==> src/rtl/pfs_defines.svh <==
// Offsets, field positions, reset values and pin numbers of the pin
// function block.
// Assumes it is included by bare name, after the package is compiled.
////////////////////////////////////////////////////////////////////////////
// What this block does
// Debug active: pin 36 only test data out.
// Debug active: pin 37 only test data in.
// Debug active: pin 38 only mode select line.
// Debug active: pin 39 only test clock.
// Low test reset resets debug logic.
// Any-trip monitor is OR of both trips.
// Any pin selectable as capture input.
// Capture output on all pins but 36, 37.
// Each amplifier: two 3-bit eight-way selectors.
// Code 0 selects ground.
// Code 1 selects reference converter one.
// Code 2 selects per-amplifier special nodes.
// Code 3: channel 0 positive, 1..3 negative.
// Code 4: channels 6/7, 2/3, 4/5.
// Code 5: channel 8 positive, 9..11 negative.
// Code 6: channels 10/5, 10/11, 12/13.
// Code 7: channels 4/3, 9/1, 14/15.
// Reset: pins 0-15 analog, no pulls.
// Reset: pins 16-33, 36-39 plain, floating.
// Reset: pins 34, 35 plain with pull-up.
// Reset: pin 40 plain boot with pull-up.
// Pins 18-29 routed to power stage module.
// One function per pin; debug overrides.
`ifndef PFS_DEFINES_SVH
`define PFS_DEFINES_SVH
`define PFS_NPIN 41
`define PFS_ANA_LAST 15
`define PFS_HV_LO 18
`define PFS_HV_HI 29
`define PFS_PU_PIN_A 34
`define PFS_PU_PIN_B 35
`define PFS_PIN_TDO 36
`define PFS_PIN_TDI 37
`define PFS_PIN_TMS 38
`define PFS_PIN_TCK 39
`define PFS_PIN_BOOT 40
`define PFS_CAP_SEL_OFS 8'hC0
`define PFS_PGA_SEL_OFS 8'hC4
`define PFS_STATUS_OFS 8'hC8
`define PFS_PU_BIT 3
`define PFS_PD_BIT 4
`define PFS_CFG_W 5
`define PFS_PGA_W 18
`define PFS_AMPS 3
`endif

==> src/rtl/pfs_pkg.sv <==
// Types of the pin function block: pin functions and amplifier sources.
// Assumes nothing of its surroundings.
////////////////////////////////////////////////////////////////////////////
package pfs_pkg;
  typedef enum logic [2:0] {
    FN_GPIO = 3'h0, FN_ANALOG = 3'h1, FN_CAP_OUT = 3'h2,
    FN_TRIP = 3'h3, FN_PERIPH = 3'h4
  } pfs_func_t;
  typedef enum logic [2:0] {
    SEL_GND = 3'h0, SEL_REF1 = 3'h1, SEL_MISC = 3'h2, SEL_G3 = 3'h3,
    SEL_G4 = 3'h4, SEL_G5 = 3'h5, SEL_G6 = 3'h6, SEL_G7 = 3'h7
  } pfs_sel_t;
  typedef enum logic [4:0] {
    SRC_GND = 5'h00, SRC_REF_CONV1 = 5'h01, SRC_REF_CONV2 = 5'h02,
    SRC_REF_CONV3 = 5'h03, SRC_ANALOG_TEST = 5'h04, SRC_CORE_SUPPLY = 5'h05,
    SRC_TEMP0 = 5'h06, SRC_TEMP1 = 5'h07, SRC_CH0 = 5'h10
  } pfs_src_t;
endpackage : pfs_pkg

==> src/rtl/pfs_pin_mux.sv <==
// Pin function multiplexer, debug override and amplifier input selectors.
// Assumes pads, the debug port, peripherals and the power stage sit
// outside, and that clk runs at 50 MHz.
//
// Added by the designer: the strobed register port and the placing of the registers.
`timescale 1ns/10ps
`include "pfs_defines.svh"
////////////////////////////////////////////////////////////////////////////
module pfs_pin_mux (
  // Clock and reset
  input wire logic clk,
  input wire logic rst,
  // Register port
  input wire logic [7:0] reg_addr,
  input wire logic [31:0] reg_wdata,
  input wire logic reg_wr,
  input wire logic reg_rd,
  output logic [31:0] reg_rdata,
  // Package pads
  input wire logic [`PFS_NPIN-1:0] pad_in,
  output logic [`PFS_NPIN-1:0] pad_out,
  output logic [`PFS_NPIN-1:0] pad_oe_n,
  output logic [`PFS_NPIN-1:0] pad_pull_up,
  output logic [`PFS_NPIN-1:0] pad_pull_dn,
  output logic [`PFS_NPIN-1:0] pad_analog_en,
  // Internal pins towards the power stage
  input wire logic [`PFS_HV_HI-`PFS_HV_LO:0] hv_in,
  output logic [`PFS_HV_HI-`PFS_HV_LO:0] hv_out,
  output logic [`PFS_HV_HI-`PFS_HV_LO:0] hv_oe_n,
  // General-purpose controller
  input wire logic [`PFS_NPIN-1:0] gpio_do,
  input wire logic [`PFS_NPIN-1:0] gpio_oe,
  output logic [`PFS_NPIN-1:0] gpio_di,
  // Other peripheral functions
  input wire logic [`PFS_NPIN-1:0] periph_do,
  input wire logic [`PFS_NPIN-1:0] periph_oe,
  // Event capture unit
  input wire logic cap_out_sig,
  output logic cap_in,
  // Trip monitors
  input wire logic trip_zone0_monitor_out,
  input wire logic trip_zone1_monitor_out,
  output logic trip_zone_any_monitor_out,
  // Debug port
  input wire logic trst_n_pin,
  input wire logic dbg_tdo,
  input wire logic dbg_tms_out,
  input wire logic dbg_tms_oe,
  output logic dbg_tdi,
  output logic dbg_tms_in,
  output logic dbg_tck,
  output logic dbg_rst_n,
  output logic dbg_active,
  // Amplifier input sources, five bits per amplifier
  output logic [14:0] amp_positive_input,
  output logic [14:0] amp_negative_input
);

  localparam int NP = `PFS_NPIN;
  localparam int HVL = `PFS_HV_LO;

  logic [`PFS_CFG_W-1:0] cfg_r [NP];
  logic [5:0] cap_sel_r;
  logic [`PFS_PGA_W-1:0] pga_r;
  logic [`PFS_PGA_W-1:0] pga_nxt;
  logic [NP-1:0] raw_in;
  logic [NP-1:0] sync1_r;
  logic [NP-1:0] sync2_r;
  logic trst1_r;
  logic trst2_r;
  logic cap_in_r;
  logic [31:0] rdata_r;
  logic [14:0] amp_pos_r;
  logic [14:0] amp_neg_r;

  ////////////////////////////////////////////////////////////////////////
  // Functions.

  // Reset function and pulls of one pin.
  function automatic logic [`PFS_CFG_W-1:0] reset_cfg(input int i);
    logic [`PFS_CFG_W-1:0] c;
    c = '0;
    if (i <= `PFS_ANA_LAST) begin
      c[2:0] = pfs_pkg::FN_ANALOG;
    end else begin
      c[2:0] = pfs_pkg::FN_GPIO;
    end
    if (i == `PFS_PU_PIN_A || i == `PFS_PU_PIN_B) begin
      c[`PFS_PU_BIT] = 1'b1;
    end
    if (i == `PFS_PIN_BOOT) begin
      c[`PFS_PU_BIT] = 1'b1;
    end
    return c;
  endfunction : reset_cfg

  // A function code that a pin cannot take is refused and the old one kept.
  function automatic logic func_ok(input int i, input logic [2:0] f);
    logic ok;
    ok = 1'b0;
    case (f)
      pfs_pkg::FN_GPIO: ok = 1'b1;
      pfs_pkg::FN_TRIP: ok = 1'b1;
      pfs_pkg::FN_PERIPH: ok = 1'b1;
      pfs_pkg::FN_ANALOG: ok = (i <= `PFS_ANA_LAST);
      pfs_pkg::FN_CAP_OUT: ok = (i != `PFS_PIN_TDO) &&
        (i != `PFS_PIN_TDI);
      default: ok = 1'b0;
    endcase
    return ok;
  endfunction : func_ok

  function automatic logic [4:0] chan(input logic [3:0] n);
    return pfs_pkg::SRC_CH0 | {1'b0, n};
  endfunction : chan

  // Eight-way source table of one amplifier input.
  function automatic logic [4:0] pga_src(input logic [1:0] amp,
                                         input logic neg,
                                         input logic [2:0] code);
    logic [4:0] s;
    s = pfs_pkg::SRC_GND;
    case (code)
      pfs_pkg::SEL_GND: s = pfs_pkg::SRC_GND;
      pfs_pkg::SEL_REF1: s = pfs_pkg::SRC_REF_CONV1;
      pfs_pkg::SEL_MISC: begin
        case (amp)
          2'h0: s = neg ? pfs_pkg::SRC_REF_CONV3 : pfs_pkg::SRC_REF_CONV2;
          2'h1: s = neg ? pfs_pkg::SRC_CORE_SUPPLY : pfs_pkg::SRC_ANALOG_TEST;
          default: s = neg ? pfs_pkg::SRC_TEMP0 : pfs_pkg::SRC_TEMP1;
        endcase
      end
      pfs_pkg::SEL_G3: s = neg ? chan({2'h0, amp} + 4'h1) : chan(4'h0);
      pfs_pkg::SEL_G4: begin
        case (amp)
          2'h0: s = chan(neg ? 4'h7 : 4'h6);
          2'h1: s = chan(neg ? 4'h3 : 4'h2);
          default: s = chan(neg ? 4'h5 : 4'h4);
        endcase
      end
      pfs_pkg::SEL_G5: s = neg ? chan({2'h0, amp} + 4'h9) : chan(4'h8);
      pfs_pkg::SEL_G6: begin
        case (amp)
          2'h0: s = chan(neg ? 4'h5 : 4'hA);
          2'h1: s = chan(neg ? 4'hB : 4'hA);
          default: s = chan(neg ? 4'hD : 4'hC);
        endcase
      end
      default: begin
        case (amp)
          2'h0: s = chan(neg ? 4'h3 : 4'h4);
          2'h1: s = chan(neg ? 4'h1 : 4'h9);
          default: s = chan(neg ? 4'hF : 4'hE);
        endcase
      end
    endcase
    return s;
  endfunction : pga_src

  ////////////////////////////////////////////////////////////////////////
  // Register decode.

  wire [5:0] widx = reg_addr[7:2];
  wire aligned = (reg_addr[1:0] == 2'h0);
  wire is_pin = aligned && (widx < 6'(NP));
  wire is_cap = (reg_addr == `PFS_CAP_SEL_OFS);
  wire is_pga = (reg_addr == `PFS_PGA_SEL_OFS);
  wire is_stat = (reg_addr == `PFS_STATUS_OFS);
  wire pin_wr = reg_wr && is_pin;
  wire cap_wr = reg_wr && is_cap && (reg_wdata[5:0] < 6'(NP));
  wire pga_wr = reg_wr && is_pga;
  wire [2:0] wfunc = reg_wdata[2:0];
  wire [`PFS_CFG_W-1:0] pin_rd = is_pin ? cfg_r[widx] : '0;
  wire [31:0] rd_mux =
    is_pin ? {27'h0, pin_rd} :
    is_cap ? {26'h0, cap_sel_r} :
    is_pga ? {14'h0, pga_r} :
    is_stat ? {29'h0, cap_in_r, trip_zone_any_monitor_out, trst2_r} :
    32'h0;

  assign pga_nxt = pga_wr ? reg_wdata[`PFS_PGA_W-1:0] : pga_r;
  assign trip_zone_any_monitor_out =
    trip_zone0_monitor_out | trip_zone1_monitor_out;

  ////////////////////////////////////////////////////////////////////////
  // Per-pin selection.

  for (genvar i = 0; i < NP; i++) begin : g_pin
    localparam bit HV = (i >= `PFS_HV_LO) && (i <= `PFS_HV_HI);
    localparam bit DBG = (i >= `PFS_PIN_TDO) && (i <= `PFS_PIN_TCK);
    wire [2:0] fn = cfg_r[i][2:0];
    wire hit = pin_wr && (widx == 6'(i));
    wire [2:0] keep_fn = func_ok(i, wfunc) ? wfunc : fn;
    wire [`PFS_CFG_W-1:0] cfg_nxt = hit ?
      {reg_wdata[`PFS_PD_BIT], reg_wdata[`PFS_PU_BIT], keep_fn} :
      cfg_r[i];
    // Exactly one function drives the pin; unused codes leave it idle.
    wire fn_out = (fn == pfs_pkg::FN_GPIO) ? gpio_do[i] :
      (fn == pfs_pkg::FN_CAP_OUT) ? cap_out_sig :
      (fn == pfs_pkg::FN_TRIP) ? trip_zone_any_monitor_out :
      (fn == pfs_pkg::FN_PERIPH) ? periph_do[i] : 1'b0;
    wire fn_oe = (fn == pfs_pkg::FN_GPIO) ? gpio_oe[i] :
      (fn == pfs_pkg::FN_PERIPH) ? periph_oe[i] :
      (fn == pfs_pkg::FN_CAP_OUT) || (fn == pfs_pkg::FN_TRIP);
    wire ovr = DBG && trst2_r;
    wire dbg_o = (i == `PFS_PIN_TDO) ? dbg_tdo :
      (i == `PFS_PIN_TMS) ? dbg_tms_out : 1'b0;
    wire dbg_oe = (i == `PFS_PIN_TDO) ? 1'b1 :
      (i == `PFS_PIN_TMS) ? dbg_tms_oe : 1'b0;
    wire drv_o = ovr ? dbg_o : fn_out;
    wire drv_oe = ovr ? dbg_oe : fn_oe;
    wire ana = (fn == pfs_pkg::FN_ANALOG) && !ovr;
    wire pu = cfg_r[i][`PFS_PU_BIT] && !ana && !ovr;
    wire pd = cfg_r[i][`PFS_PD_BIT] && !ana && !ovr && !pu;

    always_ff @(posedge clk or posedge rst) begin
      if (rst) begin
        cfg_r[i] <= reset_cfg(i);
      end else begin
        cfg_r[i] <= cfg_nxt;
      end
    end

    if (HV) begin : g_hv
      // These pins never reach the package.
      assign hv_out[i-HVL] = drv_o;
      assign hv_oe_n[i-HVL] = !drv_oe;
      assign raw_in[i] = hv_in[i-HVL];
      assign pad_out[i] = 1'b0;
      assign pad_oe_n[i] = 1'b1;
      assign pad_pull_up[i] = 1'b0;
      assign pad_pull_dn[i] = 1'b0;
      assign pad_analog_en[i] = 1'b0;
    end else begin : g_pad
      assign raw_in[i] = pad_in[i];
      assign pad_out[i] = drv_o;
      assign pad_oe_n[i] = !drv_oe;
      assign pad_pull_up[i] = pu;
      assign pad_pull_dn[i] = pd;
      assign pad_analog_en[i] = ana;
    end
  end

  ////////////////////////////////////////////////////////////////////////
  // Input synchronisers and debug pass-through.

  // The test data in, mode select and clock lines are clocked by the probe, so they pass unsynchronised; test reset goes through two flops.
  assign dbg_tdi = pad_in[`PFS_PIN_TDI];
  assign dbg_tms_in = pad_in[`PFS_PIN_TMS];
  assign dbg_tck = pad_in[`PFS_PIN_TCK];
  assign dbg_rst_n = trst2_r;
  assign dbg_active = trst2_r;
  assign gpio_di = sync2_r;
  assign cap_in = cap_in_r;
  assign reg_rdata = rdata_r;
  assign amp_positive_input = amp_pos_r;
  assign amp_negative_input = amp_neg_r;

  always_ff @(posedge clk or posedge rst) begin
    if (rst) begin
      sync1_r <= '0;
      sync2_r <= '0;
      trst1_r <= 1'b0;
      trst2_r <= 1'b0;
    end else begin
      sync1_r <= raw_in;
      sync2_r <= sync1_r;
      trst1_r <= trst_n_pin;
      trst2_r <= trst1_r;
    end
  end

  ////////////////////////////////////////////////////////////////////////
  // Registers.

  always_ff @(posedge clk or posedge rst) begin
    if (rst) begin
      cap_sel_r <= 6'h00;
      cap_in_r <= 1'b0;
      rdata_r <= 32'h0;
    end else begin
      if (cap_wr) begin
        cap_sel_r <= reg_wdata[5:0];
      end
      cap_in_r <= sync2_r[cap_sel_r];
      rdata_r <= reg_rd ? rd_mux : 32'h0;
    end
  end

  // Sources follow the selector in the same edge that stores it.
  always_ff @(posedge clk or posedge rst) begin
    if (rst) begin
      pga_r <= '0;
      amp_pos_r <= '0;
      amp_neg_r <= '0;
    end else begin
      pga_r <= pga_nxt;
      for (int a = 0; a < `PFS_AMPS; a++) begin
        amp_pos_r[a*5 +: 5] <= pga_src(2'(a), 1'b0, pga_nxt[a*6 +: 3]);
        amp_neg_r[a*5 +: 5] <= pga_src(2'(a), 1'b1, pga_nxt[a*6+3 +: 3]);
      end
    end
  end
endmodule : pfs_pin_mux

==> config.mk <==
export PLATFORM = sky130hd
export DESIGN_NAME = pfs_pin_mux
export DESIGN_NICKNAME = d
export VERILOG_FILES = /design/src/rtl/pfs_pkg.sv /design/src/rtl/pfs_pin_mux.sv
export VERILOG_INCLUDE_DIRS = /design/src /design/src/rtl
export SDC_FILE = /design/constraint.sdc
export NUM_CORES = 1
export LEC_CHECK = 0
export ABC_AREA = 1
export BUFFER_PORTS_ARGS = -buffer_cell sky130_fd_sc_hd__buf_2
export CAP_MARGIN = 30
export CELL_PAD_IN_SITES_DETAIL_PLACEMENT = 1
export CELL_PAD_IN_SITES_GLOBAL_PLACEMENT = 1
export CORE_AREA = 4 4 236 238
export DETAILED_ROUTE_END_ITERATION = 10
export DIE_AREA = 0 0 240 242
export GPL_TIMING_DRIVEN = 0
export PLACE_DENSITY_LB_ADDON = 0.1
export SYNTH_ARGS = -nofsm -noshare
export SYNTH_HDL_FRONTEND = slang
export SYNTH_SLANG_ARGS = --single-unit
==> constraint.sdc <==
create_clock -name clk -period 18.3 [get_ports clk]
set_input_delay 3.66 -clock clk [delete_from_list [all_inputs] [get_ports clk]]
set_output_delay 3.66 -clock clk [all_outputs]
set_load 0.02 [all_outputs]
==> results.ini <==
[cts]
clock_sinks=362
postCtsSetupBuffers=0
cts.clk_slew.worst_paths_ns=0.06
postCtsResizedCells=0
h-tree-depth=2
cts_max_path_buffers=3
clkLatencyLatePin_ns=0.57
cts_made_buffers=41
cts_tree=done
cts_hold_buf=0
clock-root-buffer=clkbuf_16

[placed_design]
portBuffers=503
gp_congestion=0.922
placed_area_um2=23800
dp_hpwl_um=70300

[sta]
hold_viol_final=0
fin_crit_ns=9.85
skew_ns=0.0146
slew_viol_final=0
finalSetupViolCount=0
fmax_ghz=0.102
rsz0062_at_grt=no
fin_crit_sh_pct=53.8
tns_ns=0
max_slew_margin_pct=29.0
worst_slew_pin_slew_ns=1.06

[global_routing]
grt.overflow.total=0
grt_pass1_wl_um=133000
grt_use_total_pct=29.6
antenna_found_initial=15
grt_pass1_vias=22051
grt_start_max_net_pins=127

[worst_hold_path]
hold_class=register to register

[worst_setup_path]
path_class=primary input to primary output
cp_data_arrival_time_ns=6.19
worstSetupEndpointType=primary output
cp_max_fo=11
worstSetupStartpointType=primary input
r2r_slack_ns=16.28
worst_ep_required_time_ns=14.64

[route]
drtPass1Iterations=5
first_iter_violations=1208
wire_per_inst_um=21.7
drtAntennaViolNets=0
vias=20854
drcViolationCount=0
wirelength_um=88800
vias_per_cell=5.11

[synthesis]
yosysUniqueCellTypes=38
seq_area_frac_synth_pct=45.3
syn-cell-area_um2=20000
yosys_register_bits=362
syn-instance-count=2721
ys_warn_count=0
avgSynthCellArea_um2=7.36

[floorplanning]
dieHeight_um=242
std_cell_rows=85
core_um2=53600
dieArea_um2=58100
start_util_pct=37.4
fp.dieW_um=240
boundaryPins=607

[finish]
fillers=6880
drive_gt1_share_pct=25.0
finish.net_count=3613
finalInstanceArea_um2=25300
area_growth_syn_to_layout_pct=26.4
post-route-util_pct=47.2
final_common_cell=nand2_1
final_cell_mix=nand2_1, buf_2, dfrtp_1

[pwr]
max-vdd-ir-drop_mv=0.0685
power_leakage_uw=0.0132
power_density_nw_per_um2=81.9

[job]
maxCapViolations=0

[outcome]
status=completed

## cell families after synthesis
kind of cell,synth area share [%]
AOI/OAI and AO/OA,12.0
buffers and inverters,15.3
DFF,45.3
other,0.0375
and+or+nand+nor,27.4
## cell type report
type	count	area [µm²]	share of cell area, %
flip-flops and latches	362	9080	35.9
multi-input cells	1832	8160	32.2
repair buffers	509	2630	10.4
plain buffers	287	1890	7.47
clock buffers	64	1260	5.00
inverters	312	1180	4.66
well taps	696	871	3.44
clock inverters	10	211	0.835
diodes	11	27.5	0.109
## worst paths after layout
| check | start | end | depth (start not counted) |
|---|---|---|---|
| setup / recovery | trip_zone1_monitor_out | pad_out[35] | 9 |
| hold / removal | sync1_r[10]$_DFF_PP0_ | gpio_di[10]$_DFF_PP0_ | 0 |
| setup reg to reg | cfg_r[142]$_DFFE_PP0P_ | reg_rdata[2]$_DFF_PP0_ | 10 |
| hold reg to reg | sync1_r[10]$_DFF_PP0_ | gpio_di[10]$_DFF_PP0_ | 0 |
| max in group asynchronous | rst | cfg_r[157]$_DFFE_PP0P_ | 3 |
| min in group asynchronous | rst | dbg_active$_DFF_PP0_ | 2 |
## worst max-delay path: stages
cell and delay (ns):
buf_2 0.09, nor2_1 0.31, buf_6 0.24, clkinv_1 0.55, clkbuf_1 0.60, nand4_1 0.30, nand4_1 0.13, buf_4 0.15
buf_2 0.15
## cell usage after synthesis (all sizes together)
cell type	count	area share, %
o311ai	1	0.044
o221ai	22	0.96
o211ai	7	0.26
clkinv	6	0.11
nor3	63	1.6
a31o	1	0.044
a21oi	43	1.1
nand3	131	3.3
o22ai	32	1.0
a22o	1	0.044
clkbuf	52	0.97
dfstp	19	2.5
nor4b	1	0.044
o21ai	322	8.1
a21o	1	0.037
nand2	795	15
nand4	89	2.8
nor2	231	4.5
or2	1	0.031
dfrtp	343	43
nor4	6	0.19
a221oi	3	0.13
o2111ai	1	0.044
a31oi	6	0.19
conb	2	0.037
o31ai	1	0.037
inv	306	5.7
buf	235	8.5
## metal layers
metal,vias to the layer above,global-route usage [%],part of all wire (%)
li1,9802,-,-
met1,10251,36.4,41
met2,651,52.3,50
met3,146,6.66,6.5
met4,4,8.03,2.8
met5,-,0,0.030
## state kept, by name (all words and copies together) (netlist names)
name,flops
cap_in,1
trst1_r,1
cfg_r,205
amp_positive_input,15
sync1_r,41
dbg_active,1
gpio_di,41
reg_rdata,18
pga_r,18
cap_sel_r,6
amp_negative_input,15
## per-stage QoR
| stage | std cells | hold WS [ns] | setup WS (ns) | power, µW |
|---|---|---|---|---|
| floorplan | 2793 | 0.331 | 4.62 | 1040 |
| CTS | 4072 | 0.350 | 8.39 | 2080 |
| global placement | 3992 | 0.331 | 0.802 | 1160 |
| global route | 4074 | 0.351 | 8.34 | 2150 |
| detailed placement | 3998 | 0.336 | 8.41 | 1170 |
| finish | 4083 | 0.347 | 8.45 | 2070 |
## power breakdown
group	internal (µW)	total, µW	switching [µW]
logic	98.3	304	206
registers	832	858	26.0
clock network	560	911	351
Power figures use the tool's default switching activity.
